File: src/snsid_pkg.sv
////////////////////////////////////////////////////////////////////////////////
// shared constants for the sensor identification and attention scan ends
package snsid_pkg;

  // register offsets (internal register address, 6 bits)
  localparam logic [5:0]  REG_BUS_ADDR   = 6'h00;
  localparam logic [5:0]  REG_MAKER      = 6'h01;
  localparam logic [5:0]  REG_PART_REV   = 6'h02;
  localparam logic [5:0]  REG_CAPS       = 6'h03;
  localparam logic [5:0]  REG_STATUS     = 6'h04;
  localparam logic [5:0]  REG_CONTROL    = 6'h05;

  // device number field and addressing
  localparam int          DEVNUM_W       = 3;
  localparam logic [2:0]  DEV_BROADCAST  = 3'h0;
  localparam logic [2:0]  DEV_FIRST      = 3'h1;
  localparam logic [2:0]  DEV_LAST       = 3'h7;
  localparam logic [2:0]  DEVNUM_BASE    = 3'h1;  // device number for straps 00

  // identity codes: arbitrary neutral values
  localparam logic [15:0] MAKER_CODE     = 16'h0A5A;  // arbitrary value
  localparam logic [15:0] PART_REV_CODE  = 16'h0042;  // arbitrary value
  localparam logic [15:0] CAPS_VALUE     = 16'h0001;

  // status register fields
  localparam int          STAT_FLAG_BIT  = 0;
  localparam int          STAT_ERR_BIT   = 7;
  // control register fields
  localparam int          CTRL_EN_BIT    = 4;
  localparam logic        CTRL_EN_RESET  = 1'b0;

  // reset values
  localparam logic [2:0]  DEVNUM_RESET   = 3'h0;
  localparam logic [1:0]  STRAP_RESET    = 2'h0;

  // timing counts
  localparam int          SYNC_STAGES    = 3;     // strap synchroniser depth
  localparam logic [1:0]  STRAP_SETTLE   = 2'h3;  // cycles before straps are loaded
  localparam logic [2:0]  RSP_WAIT       = 3'h4;  // last count of the master answer window, which lasts 5 cycles

endpackage : snsid_pkg

File: src/snsid_if.sv
`timescale 1ns/100ps
////////////////////////////////////////////////////////////////////////////////
// transaction-level view of the single-wire bus between master and one slave
interface snsid_if;

  logic        req_valid;
  logic [2:0]  req_dev;
  logic [5:0]  req_addr;
  logic        req_write;
  logic [15:0] req_wdata;
  logic        rsp_valid;
  logic [15:0] rsp_data;
  logic        even_parity_bit;
  logic        bus_idle;
  logic        attn_out;
  logic        attn_oe_n;
  logic        attn_line_n;

  // attention line: pulled high, driven low only while enable is low
  assign attn_line_n = attn_oe_n ? 1'b1 : attn_out;

  modport dev (
    input  req_valid, req_dev, req_addr, req_write, req_wdata, bus_idle,
    output rsp_valid, rsp_data, even_parity_bit, attn_out, attn_oe_n
  );

  modport mst (
    output req_valid, req_dev, req_addr, req_write, req_wdata, bus_idle,
    input  rsp_valid, rsp_data, even_parity_bit, attn_line_n
  );

endinterface : snsid_if

File: src/snsid_slave.sv
`timescale 1ns/100ps
// Notes on behaviour
// RULE_01: master latches every attention request seen
// RULE_02: master reads all status registers after attention
// RULE_03: attention pulse carries no source identity
// RULE_04: no repeated attention for pending events
// RULE_05: bus address comes only from straps
// RULE_06: device number loaded from straps after reset
// RULE_07: master discovers slaves by reading device number
// RULE_08: number field zero means address empty
// RULE_09: master ignores parity on presence reads
// RULE_10: function attention blocked until status read
// RULE_11: bus error always raises attention
module snsid_slave (
  input  wire logic clk_sys,
  input  wire logic sys_rst,
  snsid_if.dev      bus,
  input  wire logic addr_strap_lo,
  input  wire logic addr_strap_hi,
  input  wire logic func_event,
  input  wire logic bus_error_event,
  output logic [2:0] dev_number,
  output logic      func_attn_enabled,
  output logic      status_flag,
  output logic      bus_error_flag
);

  ////////////////////////////////////////////////////////////////////////////////
  // strap pins: three flip-flops, accept a level once stages two and three agree
  logic [1:0] strap_s1;
  logic [1:0] strap_s2;
  logic [1:0] strap_s3;
  wire        strap_agree = (strap_s2 == strap_s3);

  always_ff @(posedge clk_sys) begin
    if (sys_rst) begin
      strap_s1     <= snsid_pkg::STRAP_RESET;
      strap_s2     <= snsid_pkg::STRAP_RESET;
      strap_s3     <= snsid_pkg::STRAP_RESET;
    end else begin
      strap_s1 <= {addr_strap_hi, addr_strap_lo};
      strap_s2 <= strap_s1;
      strap_s3 <= strap_s2;
    end
  end

  ////////////////////////////////////////////////////////////////////////////////
  // device number load: once, from the third stage when it agrees with the second
  logic [1:0] settle_cnt;
  logic       dev_loaded;
  wire        settle_done = (settle_cnt == snsid_pkg::STRAP_SETTLE);
  wire  [2:0] next_dev_number = snsid_pkg::DEVNUM_BASE + {1'b0, strap_s3};

  always_ff @(posedge clk_sys) begin
    if (sys_rst) begin
      settle_cnt <= 2'h0;
      dev_loaded <= 1'b0;
      dev_number <= snsid_pkg::DEVNUM_RESET;
    end else begin
      if (!settle_done) begin
        settle_cnt <= settle_cnt + 2'h1;
      end
      if (settle_done && strap_agree && !dev_loaded) begin
        dev_loaded <= 1'b1;
        dev_number <= next_dev_number;  // RULE_06
      end
    end
  end

  ////////////////////////////////////////////////////////////////////////////////
  // request decode; the number register has no write path at all
  wire hit        = bus.req_valid && dev_loaded && (bus.req_dev == dev_number);  // RULE_05
  wire bcast      = bus.req_valid && dev_loaded &&
                    (bus.req_dev == snsid_pkg::DEV_BROADCAST);
  wire rd_hit     = hit && !bus.req_write;
  wire ctrl_wr    = (hit || bcast) && bus.req_write &&
                    (bus.req_addr == snsid_pkg::REG_CONTROL);
  wire status_rd  = rd_hit && (bus.req_addr == snsid_pkg::REG_STATUS);

  // status and control words as seen on the bus
  logic [15:0] status_word;
  logic [15:0] control_word;

  always_comb begin
    status_word                           = 16'h0000;
    status_word[snsid_pkg::STAT_FLAG_BIT] = status_flag;
    status_word[snsid_pkg::STAT_ERR_BIT]  = bus_error_flag;
    control_word                          = 16'h0000;
    control_word[snsid_pkg::CTRL_EN_BIT]  = func_attn_enabled;
  end

  // read data selection; unmapped addresses read as zero
  logic [15:0] rd_mux;

  always_comb begin
    case (bus.req_addr)
      snsid_pkg::REG_BUS_ADDR: rd_mux = {13'h0000, dev_number};
      snsid_pkg::REG_MAKER:    rd_mux = snsid_pkg::MAKER_CODE;
      snsid_pkg::REG_PART_REV: rd_mux = snsid_pkg::PART_REV_CODE;
      snsid_pkg::REG_CAPS:     rd_mux = snsid_pkg::CAPS_VALUE;
      snsid_pkg::REG_STATUS:   rd_mux = status_word;
      snsid_pkg::REG_CONTROL:  rd_mux = control_word;
      default:                 rd_mux = 16'h0000;
    endcase
  end

  // even parity over device number, address, read flag and data
  wire rd_parity = ^{dev_number, bus.req_addr, 1'b1, rd_mux};

  ////////////////////////////////////////////////////////////////////////////////
  // read answer: one cycle after the request, data held until the next answer
  logic        rsp_valid_q;
  logic [15:0] rsp_data_q;
  logic        rsp_parity_q;

  always_ff @(posedge clk_sys) begin
    if (sys_rst) begin
      rsp_valid_q  <= 1'b0;
      rsp_data_q   <= 16'h0000;
      rsp_parity_q <= 1'b0;
    end else begin
      rsp_valid_q <= rd_hit;
      if (rd_hit) begin
        rsp_data_q   <= rd_mux;
        rsp_parity_q <= rd_parity;
      end
    end
  end

  assign bus.rsp_valid       = rsp_valid_q;
  assign bus.rsp_data        = rsp_data_q;
  assign bus.even_parity_bit = rsp_parity_q;

  ////////////////////////////////////////////////////////////////////////////////
  // control register: attention enable for the function event
  always_ff @(posedge clk_sys) begin
    if (sys_rst) begin
      func_attn_enabled <= snsid_pkg::CTRL_EN_RESET;
    end else if (ctrl_wr) begin
      func_attn_enabled <= bus.req_wdata[snsid_pkg::CTRL_EN_BIT];
    end
  end

  ////////////////////////////////////////////////////////////////////////////////
  // sticky status flags: a new event wins over the clearing status read
  always_ff @(posedge clk_sys) begin
    if (sys_rst) begin
      status_flag    <= 1'b0;
      bus_error_flag <= 1'b0;
    end else begin
      if (func_event) begin
        status_flag <= 1'b1;
      end else if (status_rd) begin
        status_flag <= 1'b0;
      end
      if (bus_error_event) begin
        bus_error_flag <= 1'b1;
      end else if (status_rd) begin
        bus_error_flag <= 1'b0;
      end
    end
  end

  ////////////////////////////////////////////////////////////////////////////////
  // attention decision, taken at the first idle bus after each event
  logic fn_pend;
  logic err_pend;
  logic fn_blocked;
  logic attn_q;

  wire fn_fire   = fn_pend && !fn_blocked && bus.bus_idle;  // RULE_04 RULE_10
  wire err_fire  = err_pend && bus.bus_idle;                // RULE_11
  wire attn_fire = fn_fire || err_fire;

  // pending events wait for an idle bus; a blocked one is dropped there
  always_ff @(posedge clk_sys) begin
    if (sys_rst) begin
      fn_pend  <= 1'b0;
      err_pend <= 1'b0;
    end else begin
      if (func_event && func_attn_enabled) begin
        fn_pend <= 1'b1;
      end else if (bus.bus_idle) begin
        fn_pend <= 1'b0;  // RULE_04
      end
      if (bus_error_event) begin
        err_pend <= 1'b1;
      end else if (bus.bus_idle) begin
        err_pend <= 1'b0;
      end
    end
  end

  // any request sent blocks function requests until status is read
  always_ff @(posedge clk_sys) begin
    if (sys_rst) begin
      fn_blocked <= 1'b0;
    end else if (attn_fire) begin
      fn_blocked <= 1'b1;  // RULE_10
    end else if (status_rd) begin
      fn_blocked <= 1'b0;  // RULE_10
    end
  end

  // one-cycle low pulse on the shared line, same for every slave
  always_ff @(posedge clk_sys) begin
    if (sys_rst) begin
      attn_q <= 1'b0;
    end else begin
      attn_q <= attn_fire;
    end
  end

  assign bus.attn_out  = 1'b0;     // RULE_03
  assign bus.attn_oe_n = !attn_q;  // enable low while pulling the line

endmodule : snsid_slave

File: src/flat_wrapper.sv
// flat-port wrapper written by rule: the top's interface ports become plain ports
module snsid_slave_flat 
  (clk_sys, sys_rst, addr_strap_lo, addr_strap_hi, func_event, bus_error_event, dev_number, func_attn_enabled, status_flag, bus_error_flag, bus_req_valid, bus_req_dev, bus_req_addr, bus_req_write, bus_req_wdata, bus_bus_idle, bus_rsp_valid, bus_rsp_data, bus_even_parity_bit, bus_attn_out, bus_attn_oe_n);
  snsid_if bus_i ();
  input  wire logic clk_sys;
  input  wire logic sys_rst;
  input  wire logic addr_strap_lo;
  input  wire logic addr_strap_hi;
  input  wire logic func_event;
  input  wire logic bus_error_event;
  output logic [2:0] dev_number;
  output logic func_attn_enabled;
  output logic status_flag;
  output logic bus_error_flag;
  input wire logic [$bits(bus_i.req_valid)-1:0] bus_req_valid;
  input wire logic [$bits(bus_i.req_dev)-1:0] bus_req_dev;
  input wire logic [$bits(bus_i.req_addr)-1:0] bus_req_addr;
  input wire logic [$bits(bus_i.req_write)-1:0] bus_req_write;
  input wire logic [$bits(bus_i.req_wdata)-1:0] bus_req_wdata;
  input wire logic [$bits(bus_i.bus_idle)-1:0] bus_bus_idle;
  output wire logic [$bits(bus_i.rsp_valid)-1:0] bus_rsp_valid;
  output wire logic [$bits(bus_i.rsp_data)-1:0] bus_rsp_data;
  output wire logic [$bits(bus_i.even_parity_bit)-1:0] bus_even_parity_bit;
  output wire logic [$bits(bus_i.attn_out)-1:0] bus_attn_out;
  output wire logic [$bits(bus_i.attn_oe_n)-1:0] bus_attn_oe_n;
  assign bus_i.req_valid = bus_req_valid;
  assign bus_i.req_dev = bus_req_dev;
  assign bus_i.req_addr = bus_req_addr;
  assign bus_i.req_write = bus_req_write;
  assign bus_i.req_wdata = bus_req_wdata;
  assign bus_i.bus_idle = bus_bus_idle;
  assign bus_rsp_valid = bus_i.rsp_valid;
  assign bus_rsp_data = bus_i.rsp_data;
  assign bus_even_parity_bit = bus_i.even_parity_bit;
  assign bus_attn_out = bus_i.attn_out;
  assign bus_attn_oe_n = bus_i.attn_oe_n;
  snsid_slave u_core (.clk_sys(clk_sys), .sys_rst(sys_rst), .bus(bus_i), .addr_strap_lo(addr_strap_lo), .addr_strap_hi(addr_strap_hi), .func_event(func_event), .bus_error_event(bus_error_event), .dev_number(dev_number), .func_attn_enabled(func_attn_enabled), .status_flag(status_flag), .bus_error_flag(bus_error_flag));
endmodule
File: config.mk
export PLATFORM = sky130hd
export DESIGN_NAME = snsid_slave_flat
export DESIGN_NICKNAME = d
export VERILOG_FILES = /design/src/snsid_pkg.sv /design/src/snsid_if.sv /design/src/snsid_slave.sv /design/src/flat_wrapper.sv
export SDC_FILE = /design/constraint.sdc
export NUM_CORES = 1
export LEC_CHECK = 0
export ABC_CLOCK_PERIOD_IN_PS = 2250
export BUFFER_PORTS_ARGS = -buffer_cell sky130_fd_sc_hd__buf_2
export CORE_UTILIZATION = 40
export CTS_CLUSTER_SIZE = 10
export DETAILED_ROUTE_END_ITERATION = 12
export HOLD_SLACK_MARGIN = 0.08
export PLACE_DENSITY = 0.68
export SETUP_SLACK_MARGIN = 0.5
export SLEW_MARGIN = 20
export SYNTH_ARGS = -nofsm -noshare
export SYNTH_HDL_FRONTEND = slang
export SYNTH_SLANG_ARGS = --single-unit
File: constraint.sdc
create_clock -name clk_sys -period 2.25 [get_ports clk_sys]
set_input_delay 0.45 -clock clk_sys [delete_from_list [all_inputs] [get_ports clk_sys]]
set_output_delay 0.45 -clock clk_sys [all_outputs]
set_load 0.1 [all_outputs]
# ---- Word level (Yosys, flattened, before mapping)
# Index checks and enable logic that the tools add are counted.
dict set report word_totals {
  wordCells 61
  ff_bits 37
  out_inout_bits 26
}
dict set report op_classes {
  n_mux 8
  n_addsub 2
  eq_ne 8
  n_reduce_logical 27
}
# op n
set ops {}
lappend ops {{one-hot mux 12 bit (6 select lines)} 1}
lappend ops {{parity 26 bit} 1}
lappend ops {{logical AND 1 bit} 13}
lappend ops {{== test 6 x 2 -> 1 bit, second input constant} 2}
lappend ops {{== test 6 x 3 -> 1 bit, second input constant} 2}
lappend ops {{nonzero test 2 bit} 5}
lappend ops {{two-way mux 1 bit} 7}
lappend ops {{== test 6 x 1 -> 1 bit, second input constant} 1}
lappend ops {{zero test 6 bit} 1}
lappend ops {{zero test 1 bit} 4}
lappend ops {{adder 1 x 2 -> 3 bit, first input constant} 1}
lappend ops {{== test 3 bit} 1}
lappend ops {{zero test 3 bit} 1}
lappend ops {{adder 2 x 1 -> 2 bit, second input constant} 1}
lappend ops {{== test 2 bit} 1}
lappend ops {{== test 2 bit, second input constant} 1}
lappend ops {{logical OR 1 bit} 2}

# ---- Logic depth before layout (Yosys ltp)
dict set report depth {
  word_depth 6
  ltp_mapped 6
  mapped_depth_nobuf 5
}

# ---- Least setup slack after synthesis
# OpenSTA, ideal clock, no wires.
dict set report synth_path {
  path_type {reg2reg}
  start {register u_core.dev_number[2]}
  end {register u_core.rsp_parity_q (netlist: u_core.bus.even_parity_bit)}
  stages_incl_launch_ff 6
  arrival_time_ps 2308
  slack_ps -191
  t_required_ps 2117
  path_cell_list {dfxtp_1 -> xnor3_4 -> or3_1 -> a31oi_1 -> nand2b_1 -> o311ai_1}
}
dict set report synth_between {
  elab_chain_len 3
  word_cells_on_any_way 5
}
# item line_no
set synth_lines {}
lappend synth_lines {{start, declared} snsid_slave.sv:22} ;# output logic [2:0] dev_number,
lappend synth_lines {{start signal, assigned} snsid_slave.sv:58} ;# dev_number <= snsid_pkg::DEVNUM_RESET;
lappend synth_lines {{start signal, assigned} snsid_slave.sv:65} ;# dev_number <= next_dev_number;
lappend synth_lines {{parallel branches: the longest is 3 deep, another holds parity 26 bit} --}
lappend synth_lines {{end signal, assigned} snsid_slave.sv:125} ;# rsp_parity_q <= rd_parity;
lappend synth_lines {{end, declared} snsid_slave.sv:114} ;# logic rsp_parity_q;
# Parallel ways; which one is timed is not known.
# A chain may end at the register's enable or synchronous reset.

# ---- Final worst setup path
dict set report layout_path {
  start {register u_core.dev_number[1]}
  end {register u_core.status_flag}
}
dict set report layout_between {
  elab_chain_len 5
}
# item line_no
set layout_lines {}
lappend layout_lines {{== test 3 bit} snsid_slave.sv:72} ;# wire hit = bus.req_valid && dev_loaded && (bus.req_dev == dev_number);
lappend layout_lines {{logical AND 1 bit} snsid_slave.sv:72}
lappend layout_lines {{logical AND 1 bit} snsid_slave.sv:75} ;# wire rd_hit = hit && !bus.req_write;
lappend layout_lines {{logical AND 1 bit} snsid_slave.sv:78} ;# wire status_rd = rd_hit && (bus.req_addr == snsid_pkg::REG_STATUS);
lappend layout_lines {{nonzero test 2 bit (no source line)} --}
lappend layout_lines {{end signal, assigned} snsid_slave.sv:148} ;# status_flag <= 1'b0;
lappend layout_lines {{end signal, assigned} snsid_slave.sv:152} ;# status_flag <= 1'b1;
lappend layout_lines {{end signal, assigned} snsid_slave.sv:154} ;# status_flag <= 1'b0;
lappend layout_lines {{end, declared} snsid_slave.sv:24} ;# output logic status_flag,
# No other way between the ends.

==> reports/metrics.cfg <==
[worst_hold_path]
hp-class=in2reg
holdPathStages=2

[global_route]
grt_pass1_wl_um=4200
grt_antenna_before_repair=0
grt_overflow=0
top_usage_layer=met2
grt_util_met3_pct=1.92
use_met1_pct=18.6
grt_usage_pct=15.4
grt_max_degree=29
met2_usage_pct=27.8
first_global_vias=1000

[power]
pwr-share-seq_pct=54.7
power_density_nw_per_um2=584
switching_power_uw=323
p_sw_share_pct=33.3
leakagePower_uw=0.000720
pwr-share-comb_pct=24.2
p_int_uw=647
power_frac_clock_pct=21.2
ir_worst_vdd_mv=0.318

[placed_design]
place_area_um2=1550
port_buffers=36
place.gp.congestion=0.763
dp.final_hpwl_um=2100
place_ws_ps=225

[flow_run]
max_cap_violations=0

[clocking]
clock_latency_ps=320
cts_tree=yes
cts_max_level=1
clockBufferDepth=2
cts_buffers=3
clock-sinks=28
cts_root_buf=clkbuf_4
clk_pin_slew_worst_paths_ps=140
ctsHoldBuffers=0

[sta]
tightest_slew_ps=512
max-slew-margin-rel_pct=65.8
whs_ps=321
report.final.hold_viol_count=0
fin_worst_skew_ps=5.96
worst_slack_ps=473
fin_crit_ps=1780
rsz0062_at_grt=true
fin_crit_sh_pct=79.0
fin_setup_tns_ps=0
maxSlewViolCount=0
fmax_mhz=563
setup_viol=0

[layout]
nNetsFinal=229
fin_util_pct=52.7
area_growth_pct=20.3
drive_gt1_share_pct=31.8
final_area_um2=1660
n_antenna_cell=0

[synthesis]
synth_warnings=0
ys_top_cells_by_area=dfxtp_1, buf_4, xor2_1
synth_edf_count=0
yosysSeqAreaShare_pct=40.6
synth.top_cell.area_share_pct=40.6
ys_types=47
yosysTopAreaCell=dfxtp_1
synth.most_common_cell=dfxtp_1
synthesis.area_um2=1380
avgSynthCellArea_um2=8.79
ys_ff_latch=28
async_flop_share_pct=0
netlist_instances=157
synth_common_cells=dfxtp_1, nor2_1, a21oi_1, buf_4, nand2_1
synth_ff_type=dfxtp_1

[floorplan]
die-area_um2=3690
fp.dieH_um=60.7
core_um2=3150
ios=60
die_w_um=60.7
core.rowCount=20
start_util_pct=43.8

[worst_setup_path]
critPathCaptureType=flip-flop
arrival_ps=1980
crit_fanout=5
criticalPathCategory=reg2reg
reg2reg_setup_slack_ps=470
rr_worst_depth=5
start_kind=flip-flop
worst_ep_required_time_ps=2460

[route]
drtPass1Iterations=4
ant_nets=0
drc=0
drt-initial-drc-count=84
wl_um=2930
via_per_inst=5.02
num_vias=1185
wl_per_cell_um=12.4

[run_status]
outcome=completed

-- worst max-delay path, stage by stage (launching register included) --
cell     delay (ps)
dfxtp_4         380
xor2_2          140
or4_4           600
or2_4           320
o21ai_2         150
a21oi_2          70
-- flip-flops by register name, indices dropped and copies added, names as in the netlist --
register	cells
u_core.bus.rsp_valid	1
u_core.strap_s1	2
u_core.func_attn_enabled	1
u_core.dev_loaded	1
u_core.strap_s3	2
u_core.status_flag	1
u_core.settle_cnt	2
u_core.fn_blocked	1
u_core.fn_pend	1
u_core.bus.rsp_data	7
u_core.strap_s2	2
u_core.err_pend	1
u_core.dev_number	3
u_core.bus.even_parity_bit	1
u_core.bus_error_flag	1
u_core.attn_q	1
-- routing by layer --
layer / vias up / wire length (um) / share of wire, %
met1: 543 / 1270 / 43
met5: - / 0 / 0
met3: 8 / 159 / 5.4
met4: 0 / 51 / 1.7
met2: 42 / 1450 / 50
li1: 592 / - / -
-- power by group through the flow --
stage	clock network (uW)	logic [uW]	registers, uW
2_1_floorplan	0	158	570
3_3_place_gp	0	213	540
3_5_place_dp	0	220	541
4_1_cts	216	223	530
5_1_grt	234	252	535
6_report	206	234	530
-- stage by stage --
step | total power [uW] | cells
after CTS | 969 | 232
after global placement | 753 | 228
after global routing | 1020 | 236
after detailed placement | 761 | 228
final | 970 | 236
after floorplan | 728 | 164
-- path summary, 6_finish.rpt --
check | to | start
hold / removal | u_core.strap_s1[0] | addr_strap_lo
hold reg to reg | u_core.bus.rsp_data[1] | u_core.bus.rsp_data[1]
setup / recovery | u_core.status_flag | u_core.dev_number[1]
setup reg to reg | u_core.status_flag | u_core.dev_number[1]
-- cells by family (layout without fill, tap and decap cells) --
| logic type | after synthesis | in the layout | share of synthesized area (%) |
|---|---|---|---|
| AND/OR/NAND/NOR | 60 | 61 | 23.5 |
| multiplexers | 5 | 5 | 3.63 |
| AO/OA/AOI/OAI | 27 | 27 | 13.0 |
| other | 1 | 8 | 0.272 |
| buffers and inverters | 25 | 52 | 10.2 |
| flip-flops | 28 | 28 | 40.6 |
| adder cells (fa/ha/maj) | 2 | 2 | 1.81 |
| XOR/XNOR | 9 | 9 | 6.98 |
-- placed cells by master, fill, tap and decap left out, types with 2 or more instances in the layout --
master,instances
buf_4,4
nand2_1,10
dfxtp_1,23
or3_1,2
nor2b_1,8
o21ai_2,2
nand2b_1,2
clkbuf_4,3
nand3_1,7
mux2i_1,5
xor2_1,6
nor2_1,13
nor3_1,3
a21oi_1,11
inv_1,8
dfxtp_4,4
a211oi_1,2
buf_2,36
conb_1,8
ha_1,2
or2_4,2
nand4_1,3
-- repair_timing --
action,in CTS,in global routing
buffers inserted,0,3
resized for setup,3,7
endpoints found under the setup margin,10,5
pin swaps,0,8
endpoints found under the hold margin,0,0
cloned,0,1
-- layout make-up --
| class | count | area, um2 |
|---|---|---|
| Fill cell | 321 | 1490 |
| Multi-Input combinational cell | 112 | 762 |
| Timing Repair Buffer | 40 | 210 |
| Clock inverter | 1 | 3.75 |
| Clock buffer | 3 | 22.5 |
| Inverter | 8 | 30.0 |
| Sequential cell | 28 | 577 |
| Tap cell | 44 | 55.1 |
Note: power is estimated with default switching activity, not from simulation.
